--- src/design/cmp_ref_pkg.sv ---
// ==========================================================
// Register map, field layout and scaling constants
package cmp_ref_pkg;
	// Register indices; the byte address is four times the index
	localparam logic [7:0] CMP_CTRL_IDX = 8'h1F;
	localparam logic [7:0] LADDER_CTRL_IDX = 8'h9F;
	localparam logic [7:0] IRQ_STATUS_IDX = 8'hA0;
	localparam logic [7:0] IRQ_MASK_IDX = 8'hA1;
	localparam int unsigned ADDR_W = 12;
	localparam logic [11:0] CMP_CTRL_ADDR = {2'h0, CMP_CTRL_IDX, 2'h0};
	localparam logic [11:0] LADDER_CTRL_ADDR = {2'h0, LADDER_CTRL_IDX, 2'h0};
	localparam logic [11:0] IRQ_STATUS_ADDR = {2'h0, IRQ_STATUS_IDX, 2'h0};
	localparam logic [11:0] IRQ_MASK_ADDR = {2'h0, IRQ_MASK_IDX, 2'h0};
	// Reset values and writable bits
	localparam logic [7:0] CMP_CTRL_RESET = 8'h00;
	localparam logic [7:0] LADDER_CTRL_RESET = 8'h00;
	localparam logic [7:0] CMP_CTRL_WMASK = 8'h3F;
	localparam logic [7:0] LADDER_CTRL_WMASK = 8'hEF;
	// Comparator control fields
	localparam int unsigned MODE_LSB = 0;
	localparam int unsigned INPUT_SWITCH_BIT = 3;
	localparam int unsigned INV1_BIT = 4;
	localparam int unsigned INV2_BIT = 5;
	localparam int unsigned OUT1_BIT = 6;
	localparam int unsigned OUT2_BIT = 7;
	// Reference ladder control fields
	localparam int unsigned LADDER_POWER_BIT = 7;
	localparam int unsigned LADDER_PIN_OE_BIT = 6;
	localparam int unsigned LADDER_RANGE_BIT = 5;
	localparam int unsigned LADDER_UNUSED_BIT = 4;
	localparam int unsigned TAP_LSB = 0;
	localparam int unsigned TAP_W = 4;
	// Interrupt status and mask layout
	localparam int unsigned CHANGE_FLAG_BIT = 0;
	// Reference level in units of supply/96 so both ranges are exact
	localparam int unsigned LEVEL_W = 7;
	localparam int unsigned LEVEL_SCALE = 96;
	localparam int unsigned LOW_DIV = 24;
	localparam int unsigned HIGH_DIV = 32;
	localparam logic [6:0] LOW_STEP = 7'(LEVEL_SCALE / LOW_DIV);
	localparam logic [6:0] HIGH_STEP = 7'(LEVEL_SCALE / HIGH_DIV);
	localparam logic [6:0] HIGH_BASE = 7'(LEVEL_SCALE / 4);
	// Comparator operating modes
	typedef enum logic [2:0] {
		MODE_RESET = 3'b000,
		MODE_MUX_ONE = 3'b001,
		MODE_INT_REF = 3'b010,
		MODE_FOUR_IN = 3'b011,
		MODE_TWO_COMMON = 3'b100,
		MODE_TWO_IND = 3'b101,
		MODE_TWO_OUT = 3'b110,
		MODE_OFF = 3'b111
	} comparator_mode_e;
endpackage : cmp_ref_pkg

--- src/design/comparator_ref_ladder_ctrl.sv ---
// Register access over APB was chosen for this implementation.
`timescale 1ns/1ns
module comparator_ref_ladder_ctrl
	import cmp_ref_pkg::*;
(
	// Clock and reset
	input wire logic ref_clk,
	input wire logic reset_n,
	// APB slave
	input wire logic psel,
	input wire logic penable,
	input wire logic pwrite,
	input wire logic [11:0] paddr,
	input wire logic [31:0] pwdata,
	output logic [31:0] prdata,
	output logic pready,
	output logic pslverr,
	// Analog comparator results and device state
	input wire logic cmp1_result,
	input wire logic cmp2_result,
	input wire logic sleep_active,
	input wire logic port_a_direction_bit2,
	// Comparator controls
	output logic comparators_powered,
	output logic [2:0] comparator_mode_field,
	output logic comparator_input_switch,
	output logic internal_ref_to_plus,
	// Reference ladder controls
	output logic ladder_power_on,
	output logic ladder_range_low,
	output logic [6:0] ladder_level,
	output logic shared_analog_pin_drive,
	// Interrupt and wake
	output logic irq,
	output logic wake_request
);
	// ==========================================================
	// State
	logic [7:0] cmp_ctrl_q, cmp_ctrl_d;
	logic [7:0] ladder_ctrl_q, ladder_ctrl_d;
	logic [1:0] outputs_seen_q, outputs_seen_d;
	logic change_flag_q, change_flag_d;
	logic change_mask_q, change_mask_d;
	logic [31:0] prdata_q, prdata_d;
	logic pready_q, pready_d;
	logic pslverr_q, pslverr_d;
	logic cmp_on_q, cmp_on_d;
	logic int_ref_q, int_ref_d;
	logic pin_drive_q, pin_drive_d;
	logic irq_q, irq_d;
	logic wake_q, wake_d;
	logic [6:0] level_q;

	// ==========================================================
	// Decode helpers
	logic setup_phase;
	logic access_done;
	logic wr_done;
	logic rd_done;
	logic sel_cmp;
	logic sel_ladder;
	logic sel_status;
	logic sel_mask;
	logic sel_valid;
	logic cmp_active;
	logic [1:0] cmp_outputs;
	logic [7:0] cmp_read;
	logic [7:0] ladder_read;

	assign setup_phase = psel && !penable;
	assign access_done = psel && penable && pready_q;
	assign wr_done = access_done && pwrite && !pslverr_q;
	assign rd_done = access_done && !pwrite && !pslverr_q;

	// Address decode
	always_comb
	begin
		sel_cmp = 1'b0;
		sel_ladder = 1'b0;
		sel_status = 1'b0;
		sel_mask = 1'b0;
		if (paddr == CMP_CTRL_ADDR)
			sel_cmp = 1'b1;
		else if (paddr == LADDER_CTRL_ADDR)
			sel_ladder = 1'b1;
		else if (paddr == IRQ_STATUS_ADDR)
			sel_status = 1'b1;
		else if (paddr == IRQ_MASK_ADDR)
			sel_mask = 1'b1;
		sel_valid = sel_cmp || sel_ladder || sel_status || sel_mask;
	end

	// ==========================================================
	// Comparator core
	// Modes 000 and 111 keep both comparators unpowered; sleep has no say here,
	// so a running comparator keeps running while the device sleeps
	always_comb
	begin
		cmp_active = (cmp_ctrl_q[2:0] != MODE_RESET) && (cmp_ctrl_q[2:0] != MODE_OFF);
		cmp_outputs[0] = cmp_active && (cmp1_result ^ cmp_ctrl_q[INV1_BIT]);
		cmp_outputs[1] = cmp_active && (cmp2_result ^ cmp_ctrl_q[INV2_BIT]);
		cmp_read = {cmp_outputs[1], cmp_outputs[0], cmp_ctrl_q[5:0]};
		ladder_read = ladder_ctrl_q & LADDER_CTRL_WMASK;
	end

	// Register file next state; no path touches it on sleep or wake
	always_comb
	begin
		cmp_ctrl_d = cmp_ctrl_q;
		ladder_ctrl_d = ladder_ctrl_q;
		change_mask_d = change_mask_q;
		if (wr_done && sel_cmp)
			cmp_ctrl_d = (pwdata[7:0] & CMP_CTRL_WMASK) | (cmp_ctrl_q & ~CMP_CTRL_WMASK);
		if (wr_done && sel_ladder)
			ladder_ctrl_d = pwdata[7:0] & LADDER_CTRL_WMASK;
		if (wr_done && sel_mask)
			change_mask_d = pwdata[CHANGE_FLAG_BIT];
	end

	// Mismatch latch and sticky change flag
	// Any access to the comparator register resyncs the latch, ending the mismatch;
	// a still-present mismatch keeps setting the flag, so the set wins over a clear
	// A status write of one sets the flag by hand, to exercise the interrupt path
	always_comb
	begin
		outputs_seen_d = outputs_seen_q;
		if (access_done && sel_cmp)
			outputs_seen_d = cmp_outputs;
		change_flag_d = change_flag_q;
		if (rd_done && sel_status)
			change_flag_d = 1'b0;
		if (wr_done && sel_status && pwdata[CHANGE_FLAG_BIT])
			change_flag_d = 1'b1;
		if (cmp_outputs != outputs_seen_q)
			change_flag_d = 1'b1;
	end

	// ==========================================================
	// APB answer, computed in setup so the access phase lasts one cycle
	// pslverr holds until the next setup; it only counts while pready is high
	always_comb
	begin
		prdata_d = prdata_q;
		pready_d = setup_phase;
		pslverr_d = pslverr_q;
		if (setup_phase)
		begin
			pslverr_d = !sel_valid;
			prdata_d = 32'h0000_0000;
			if (sel_cmp)
				prdata_d = {24'h00_0000, cmp_read};
			else if (sel_ladder)
				prdata_d = {24'h00_0000, ladder_read};
			else if (sel_status)
				prdata_d = {31'h0000_0000, change_flag_q};
			else if (sel_mask)
				prdata_d = {31'h0000_0000, change_mask_q};
		end
	end

	// ==========================================================
	// Output stage; the ladder path never looks at the comparator mode
	always_comb
	begin
		cmp_on_d = cmp_active;
		int_ref_d = cmp_ctrl_q[2:0] == MODE_INT_REF;
		pin_drive_d = port_a_direction_bit2 && ladder_ctrl_q[LADDER_PIN_OE_BIT];
		// Pin drive also waits for ladder power, so an unpowered ladder never loads the pin
		pin_drive_d = pin_drive_d && ladder_ctrl_q[LADDER_POWER_BIT];
		irq_d = change_flag_d && change_mask_d;
		wake_d = sleep_active && irq_d;
	end

	// All registers
	always_ff @(posedge ref_clk)
	begin
		if (!reset_n)
		begin
			cmp_ctrl_q <= CMP_CTRL_RESET;
			ladder_ctrl_q <= LADDER_CTRL_RESET;
			outputs_seen_q <= 2'h0;
			change_flag_q <= 1'b0;
			change_mask_q <= 1'b0;
			prdata_q <= 32'h0000_0000;
			pready_q <= 1'b0;
			pslverr_q <= 1'b0;
			cmp_on_q <= 1'b0;
			int_ref_q <= 1'b0;
			pin_drive_q <= 1'b0;
			irq_q <= 1'b0;
			wake_q <= 1'b0;
		end
		else
		begin
			cmp_ctrl_q <= cmp_ctrl_d;
			ladder_ctrl_q <= ladder_ctrl_d;
			outputs_seen_q <= outputs_seen_d;
			change_flag_q <= change_flag_d;
			change_mask_q <= change_mask_d;
			prdata_q <= prdata_d;
			pready_q <= pready_d;
			pslverr_q <= pslverr_d;
			cmp_on_q <= cmp_on_d;
			int_ref_q <= int_ref_d;
			pin_drive_q <= pin_drive_d;
			irq_q <= irq_d;
			wake_q <= wake_d;
		end
	end

	// ==========================================================
	// Ladder level generator, fed only from the ladder register
	ladder_level u_level (
		.ref_clk(ref_clk),
		.reset_n(reset_n),
		.power_on(ladder_ctrl_q[LADDER_POWER_BIT]),
		.range_low(ladder_ctrl_q[LADDER_RANGE_BIT]),
		.tap(ladder_ctrl_q[TAP_LSB +: TAP_W]),
		.level_q(level_q)
	);

	// Ports
	assign prdata = prdata_q;
	assign pready = pready_q;
	assign pslverr = pslverr_q;
	assign comparators_powered = cmp_on_q;
	assign comparator_mode_field = cmp_ctrl_q[MODE_LSB +: 3];
	assign comparator_input_switch = cmp_ctrl_q[INPUT_SWITCH_BIT];
	assign internal_ref_to_plus = int_ref_q;
	assign ladder_power_on = ladder_ctrl_q[LADDER_POWER_BIT];
	assign ladder_range_low = ladder_ctrl_q[LADDER_RANGE_BIT];
	assign ladder_level = level_q;
	assign shared_analog_pin_drive = pin_drive_q;
	assign irq = irq_q;
	assign wake_request = wake_q;
endmodule : comparator_ref_ladder_ctrl

--- src/design/ladder_level.sv ---
`timescale 1ns/1ns
// ==========================================================
// Tap to reference level, in units of supply/96
module ladder_level
	import cmp_ref_pkg::*;
(
	// Clock and reset
	input wire logic ref_clk,
	input wire logic reset_n,
	// Ladder settings
	input wire logic power_on,
	input wire logic range_low,
	input wire logic [3:0] tap,
	// Level
	output logic [6:0] level_q
);
	logic [6:0] level_d;

	// Low range tap/24, high range 1/4 + tap/32, zero while unpowered
	always_comb
	begin
		if (!power_on)
			level_d = 7'h00;
		else if (range_low)
			level_d = 7'(LOW_STEP * {3'h0, tap});
		else
			level_d = 7'(HIGH_BASE + HIGH_STEP * {3'h0, tap});
	end

	// Level register
	always_ff @(posedge ref_clk)
	begin
		if (!reset_n)
			level_q <= 7'h00;
		else
			level_q <= level_d;
	end
endmodule : ladder_level

--- config.mk ---
export PLATFORM = sky130hd
export DESIGN_NAME = comparator_ref_ladder_ctrl
export DESIGN_NICKNAME = d
export VERILOG_FILES = /design/src/design/cmp_ref_pkg.sv /design/src/design/comparator_ref_ladder_ctrl.sv /design/src/design/ladder_level.sv
export SDC_FILE = /design/constraint.sdc
export NUM_CORES = 1
export LEC_CHECK = 0
export CAP_MARGIN = 20
export CORE_MARGIN = 2
export CORE_UTILIZATION = 56
export DETAILED_ROUTE_END_ITERATION = 16
export DONT_BUFFER_PORTS = 1
export GPL_TIMING_DRIVEN = 0
export PLACE_DENSITY = 0.78
export SYNTH_ARGS = -nofsm -noshare
export SYNTH_HDL_FRONTEND = slang
export SYNTH_SLANG_ARGS = --single-unit
export TNS_END_PERCENT = 30
--- constraint.sdc ---
create_clock -name ref_clk -period 1.8 [get_ports ref_clk]
set_input_delay 0.09 -clock ref_clk [delete_from_list [all_inputs] [get_ports ref_clk]]
set_output_delay 0.09 -clock ref_clk [all_outputs]
set_load 0.03 [all_outputs]
# Yosys cells after proc, flatten, opt, wreduce, memory -nomap -nowiden
# Index checks and enable logic that the tools add are counted.
[totals]
regBits = 65
latch_bits = 0
ramBits = 0
romBits = 0
input_bits = 53
output_inout_bits = 52
elab_cells = 79
mem_count = 0
[classes]
add_sub_neg = 1
n_mul = 1
n_div = 0
magnitude_cmp = 0
n_eq_ne = 7
n_shift = 0
muxes = 19
n_bitwise = 5
reduce_logical = 31
[ops]
columns = ["op", "n"]
rows = [
  ["$eq 12x10->1 const B", 3],
  ["$logic_and 1x1->1", 21],
  ["$mux 1", 16],
  ["$mux 8", 2],
  ["$eq 12x7->1 const B", 1],
  ["$or 6x8->8", 1],
  ["$add 5x6->7 const A", 1],
  ["$mul 2x4->6 const A", 1],
  ["$mux 6", 1],
  ["$logic_not 1->1", 4],
  ["$eq 3x2->1 const B", 1],
  ["$logic_or 1x1->1", 3],
  ["$ne 3x3->1 const B", 1],
  ["$reduce_bool 3->1", 1],
  ["$reduce_or 3->1", 1],
  ["$ne 2x2->1", 1],
  ["$not 1->1", 2],
  ["$reduce_and 2->1", 1],
  ["$xor 1x1->1", 2],
]

# Longest topological paths before layout
[logic_depth]
depth_word = 10
mapped_depth = 8
depth_no_buf = 8

# Cells and area by module
# From an unflattened synthesis, not the netlist that was laid out.
[unflattened]
cells_unflattened = 205
area_unflattened_um2 = 1938.1
[modules_own_cells]
columns = ["module", "n_inst", "cells_per_inst", "area_per_inst_um2", "seq_area_each_um2"]
rows = [
  ["comparator_ref_ladder_ctrl", 1, 165, 1557.7, 640.6],
  ["ladder_level", 1, 40, 380.4, 140.1],
]

# Worst setup path before layout
# OpenSTA, ideal clock, no wires.
[synth_timing]
path_type = "register -> register"
start = "reg ladder_ctrl_q[2]"
end = "reg u_level.level_q[4]"
arrival_time_ps = 1645
path_slack_ps = 90
stages_incl_launch_ff = 8
path_buffers = 0
synth_period_minus_slack_ps = 1710
cell_sequence = "dfxtp_1 -> ha_1 -> ha_1 -> fa_1 -> nor2b_1 -> nor3_1 -> a21oi_1 -> nor2_1"
[synth_between]
elab_chain_cells = 3
[synth_rtl]
columns = ["item", "line_no", "source"]
rows = [
  ["start: declaration", "comparator_ref_ladder_ctrl.sv:40", "logic [7:0] ladder_ctrl_q, ladder_ctrl_d;"],
  ["start signal: assignment", "comparator_ref_ladder_ctrl.sv:196", "ladder_ctrl_q <= ladder_ctrl_d;"],
  ["$mul 2x4->6", "ladder_level.sv:27", "level_d = 7'(HIGH_BASE + HIGH_STEP * {3'h0, tap});"],
  ["$add 5x6->7", "ladder_level.sv:27", ""],
  ["$mux 6 *", "ladder_level.sv:24", "else if (range_low)"],
  ["end signal: assignment", "ladder_level.sv:36", "level_q <= level_d;"],
  ["end: declaration", "ladder_level.sv:15", "output logic [6:0] level_q"],
]
# Every way passes the cells marked *; elsewhere a longest branch is shown, timed or not.
# A chain may end at the register's enable or synchronous reset.

# Worst setup path in the final report
# Ends and elaborated chain as after synthesis.

==> flow_results.org <==
** Min path
- The worst hold path belongs to the class input pin to flip-flop.

** Global route
- Global-route usage over all layers :: slightly above 20%
- Total overflow reported by the global router :: 0
- Global-route wire length before repair :: about 6400 um
- Via count of the first global-routing pass :: 1377
- Entering global routing, the biggest net connects 11 pins.
- Initial antenna violation count :: 0

** Final layout
- Cells with a size suffix above 1 make up between 20% and 30% of the layout.
- From synthesis to final layout, the design area changed by 16.65%.
- The repair_antennas step left the layout with diodes totalling 0.
- NumNets Final :: 318
- Across the whole layout, storage elements account for between 700 and 800 um^2.
- Area of the multi-input gates :: between 1000 and 1500 um^2
- Once layout is complete, the utilization of the core stands at about two thirds.
- Final non-filler cell total :: 305
- Fill cells in the final layout number roughly 330.

** Yosys
- Number of synthesized flops with an enable pin :: 0
- In this run the biggest area consumer among cell types represents between 30% and 40% of the synthesized area.
- Warnings from Yosys :: 0
- Cell type contributing the most total cell area after synthesis :: sky130_fd_sc_hd__dfxtp_1
- After synthesis, the share of flip-flops with an asynchronous set or reset is 0%.
- Averaged over all synthesized cells, the footprint is about 9.5 um^2.
- The commonest cells after synthesis are 39 x sky130_fd_sc_hd__dfxtp_1, 28 x sky130_fd_sc_hd__buf_4, 20 x sky130_fd_sc_hd__nor2b_1, 19 x sky130_fd_sc_hd__mux2i_1, 15 x sky130_fd_sc_hd__nand2_1.
- Sequential cell area fraction in the yosys report :: 37.77%
- Yosys instantiated no cell more often than sky130_fd_sc_hd__dfxtp_1.
- Ys flop type :: sky130_fd_sc_hd__dfxtp_1
- Counting every instance in the synthesized netlist gives ~220.
- Sorting the synthesized cells by area gives the leading types as sky130_fd_sc_hd__dfxtp_1 38%, sky130_fd_sc_hd__buf_4 10%, sky130_fd_sc_hd__mux2i_1 9.2%.
- Summing every instance area after synthesis gives 2067 um^2.
- Synthesis instantiated 39 different standard cells from the library.
- Counting flops and latches in the post-synthesis netlist gives 39.

** Pwr
- Of the total power, combinational logic draws between 10% and 20%.
- Switching pwr :: between 0.3 and 0.4 mW
- Pwr Density :: ~660 nW/um^2
- Net switching share of the total power :: approximately 25%
- Clk network pwr share :: roughly 33%
- The analysis attributes to cell leakage a power of 0.9828 nW.
- VDD sags by at most 0.0003377 V.
- Of the total power, registers draw 55.3%.
- Internal power comes to between 1 and 1.5 mW.

** STA
- Dividing the final minimum period by the clock period gives around 97%.
- Unrepaired setup endpoints after global routing :: yes
- Clock skew on the completed layout was measured at 3.428 ps.
- The hold violation total from the final report came to 0.
- For the pin with the worst max-slew slack, the measured transition is ~550 ps.
- Setup violations remaining at the end of the flow were counted as 0.
- The routed design could run at a clock period as short as 1749 ps.
- Max-slew violation count :: 0
- Headroom to the max-slew limit came out at 63.07%.
- For this run, the top clock speed supported by timing is roughly 0.57 GHz.

** Detailed routing
- Number of search-and-repair iterations in the first detailed-routing pass :: 4
- Detailed route wirelength on metal3 :: 326 um
- Vias per std cell :: between 4 and 5
- The detail route stage leaves a number of antenna-violating nets equal to 0.
- In the routed design, unresolved DRC markers number 0.
- Iter 0 DRT Violations :: 45
- Wire length on met2 :: 1989 um
- The routed design has ~4100 um of wire.
- Wl on met1 :: ~1700 um
- The routed layout has approximately 1500 vias.
- After detailed routing, no signal wire sits above met4.
- Average wire length per cell after detail routing :: roughly 14 um

** Clocking
- Deepest level of the CTS H-tree :: 2
- Counting the buffers created by CTS gives 5.
- CTS tree :: built
- Clock Latency Late Sink :: a little under 300 ps
- Clk buf depth :: 2
- Cell at the root of the clock tree :: sky130_fd_sc_hd__clkbuf_8
- After clock tree synthesis, the clock-pin slew on the worst setup and hold paths is approximately 70 ps.
- Clock tree synthesis found a total of 39 sinks.

** Placed design
- Half-perimeter wire length after placement :: between 3000 and 4000 um
- Number of input and output port buffers inserted :: 0
- After detailed placement, the design holds a cell count of 288.
- Final GP Congestion :: approximately 0.80

** Die
- The die is approximately 65 um tall.
- Die width :: about 65 um
- Core region area :: around 3600 um^2
- FP Rows :: 22
- Starting Density :: a little under three fifths
- Overall die area :: between 4000 and 5000 um^2
- Number of primary I/O pins :: 105

** Critical path
- The worst setup path is captured at a flip-flop.
- The worst register-to-register path ends at u_level.level_q[4].
- Along the worst path, the maximum fanout reaches 7.
- Across all register-to-register paths, the minimum setup slack is just over 50 ps.
- Data arrival time at the worst-slack endpoint :: 1970 ps
- Crit path to :: u_level.level_q[4]
- Crit. Startpoint :: ladder_ctrl_q[2]
- Element type at the critical path start :: flip-flop
- At the worst endpoint, the required time is 2020 ps.
- Worst Reg2Reg Path Length in Cells :: 7
- Critical path class :: flip-flop to flip-flop
- Start of the worst register-to-register path :: ladder_ctrl_q[2]

** Run status
- Outcome :: completed

** Flow run
- Max-cap viol count :: 0
## kinds of logic after synthesis
family | count (synthesis) | synth area share (%)
AND/OR/NAND/NOR | 82 | 23.91
adder cells (fa/ha/maj) | 7 | 4.964
buffers and inverters | 40 | 13.08
AO/OA/AOI/OAI | 18 | 5.509
XOR/XNOR | 5 | 2.119
other | 1 | 0.1814
flip-flops | 39 | 37.77
multiplexers | 25 | 12.47
## worst min path at each step
stage	from	to	cells after the start
finish	paddr[1]	pslverr	2
global route	paddr[1]	pslverr	2
CTS	paddr[1]	pslverr	2
detailed placement	port_a_direction_bit2	shared_analog_pin_drive	2
global placement	port_a_direction_bit2	shared_analog_pin_drive	2
floorplan	port_a_direction_bit2	shared_analog_pin_drive	2
## stage by stage
step	cell area (um^2)	hold slack (ps)	power [mW]	TNS, ps	worst slack, ps
6_report	2411	19.81	1.593	0	51.23
5_1_grt	2411	30.42	1.669	-46.03	-24.12
4_1_cts	2404	15.91	1.614	0	7.397
3_5_place_dp	2213	217.0	1.061	-647.2	-78.37
3_3_place_gp	2213	216.1	1.060	-365.8	-50.35
2_1_floorplan	2153	210.6	1.049	0	89.62
## placed cells by master (no fill, tap or decap), types with 4 or more instances in the layout
cell type / synthesis / routed
sky130_fd_sc_hd__dfxtp_1: 39 / 35
sky130_fd_sc_hd__buf_4: 28 / 28
sky130_fd_sc_hd__conb_1: 1 / 24
sky130_fd_sc_hd__nor2b_1: 20 / 20
sky130_fd_sc_hd__mux2i_1: 19 / 19
sky130_fd_sc_hd__nand2_1: 15 / 15
sky130_fd_sc_hd__nor2_1: 13 / 13
sky130_fd_sc_hd__dlygate4sd3_1: 0 / 11
sky130_fd_sc_hd__clkbuf_1: 7 / 8
sky130_fd_sc_hd__nand3_1: 7 / 7
sky130_fd_sc_hd__mux2_2: 6 / 6
sky130_fd_sc_hd__a21boi_0: 6 / 6
sky130_fd_sc_hd__xnor2_1: 5 / 5
sky130_fd_sc_hd__and2_1: 5 / 5
sky130_fd_sc_hd__clkbuf_8: 0 / 5
sky130_fd_sc_hd__nor3_1: 4 / 4
sky130_fd_sc_hd__a21oi_1: 4 / 4
sky130_fd_sc_hd__ha_1: 5 / 4
## routing by layer
metal / global-route usage (%) / up-vias
met5: 0 / -
met4: 7.713 / 0
met3: 7.986 / 6
met2: 32.99 / 53
met1: 24.11 / 658
li1: - / 762
## critical path, cell delays in order (launching register included)
cell                      delay (ps)
sky130_fd_sc_hd__dfxtp_4         390
sky130_fd_sc_hd__ha_2            270
sky130_fd_sc_hd__ha_1            230
sky130_fd_sc_hd__fa_1            380
sky130_fd_sc_hd__nor2b_1         150
sky130_fd_sc_hd__nor3_1          120
sky130_fd_sc_hd__a21oi_1          60
sky130_fd_sc_hd__nor2_1           90
## registers in the layout, summed over array words and instances, names as in the netlist, 2 cells and up
register,cells
prdata,8
u_level.level_q,7
cmp_ctrl_q,6
outputs_seen_q,2
ladder_ctrl_q,7
## cell type report
type                    instances  share of cell area, %
clock buffers                   6                  3.010
repair buffers                 11                  4.567
inverters                       3                 0.4670
flip-flops and latches         39                  32.69
well taps                      48                  2.491
multi-input cells             161                  46.03
plain buffers                  37                  10.74
## what timing repair did
action	CTS	global route
endpoints found under the hold margin	16	0
pin swaps	0	1
endpoints found under the setup margin	16	16
gates resized for setup	3	5
setup buffers	0	0
hold buffers	11	0
## power by group through the flow
stage | Clock, mW | Combinational, mW | Sequential, mW
floorplan | 0 | 0.149 | 0.900
global placement | 0 | 0.159 | 0.901
CTS | 0.550 | 0.182 | 0.882
detailed placement | 0 | 0.160 | 0.901
finish | 0.528 | 0.185 | 0.880
global route | 0.593 | 0.196 | 0.880
Power figures use the tool's default switching activity.
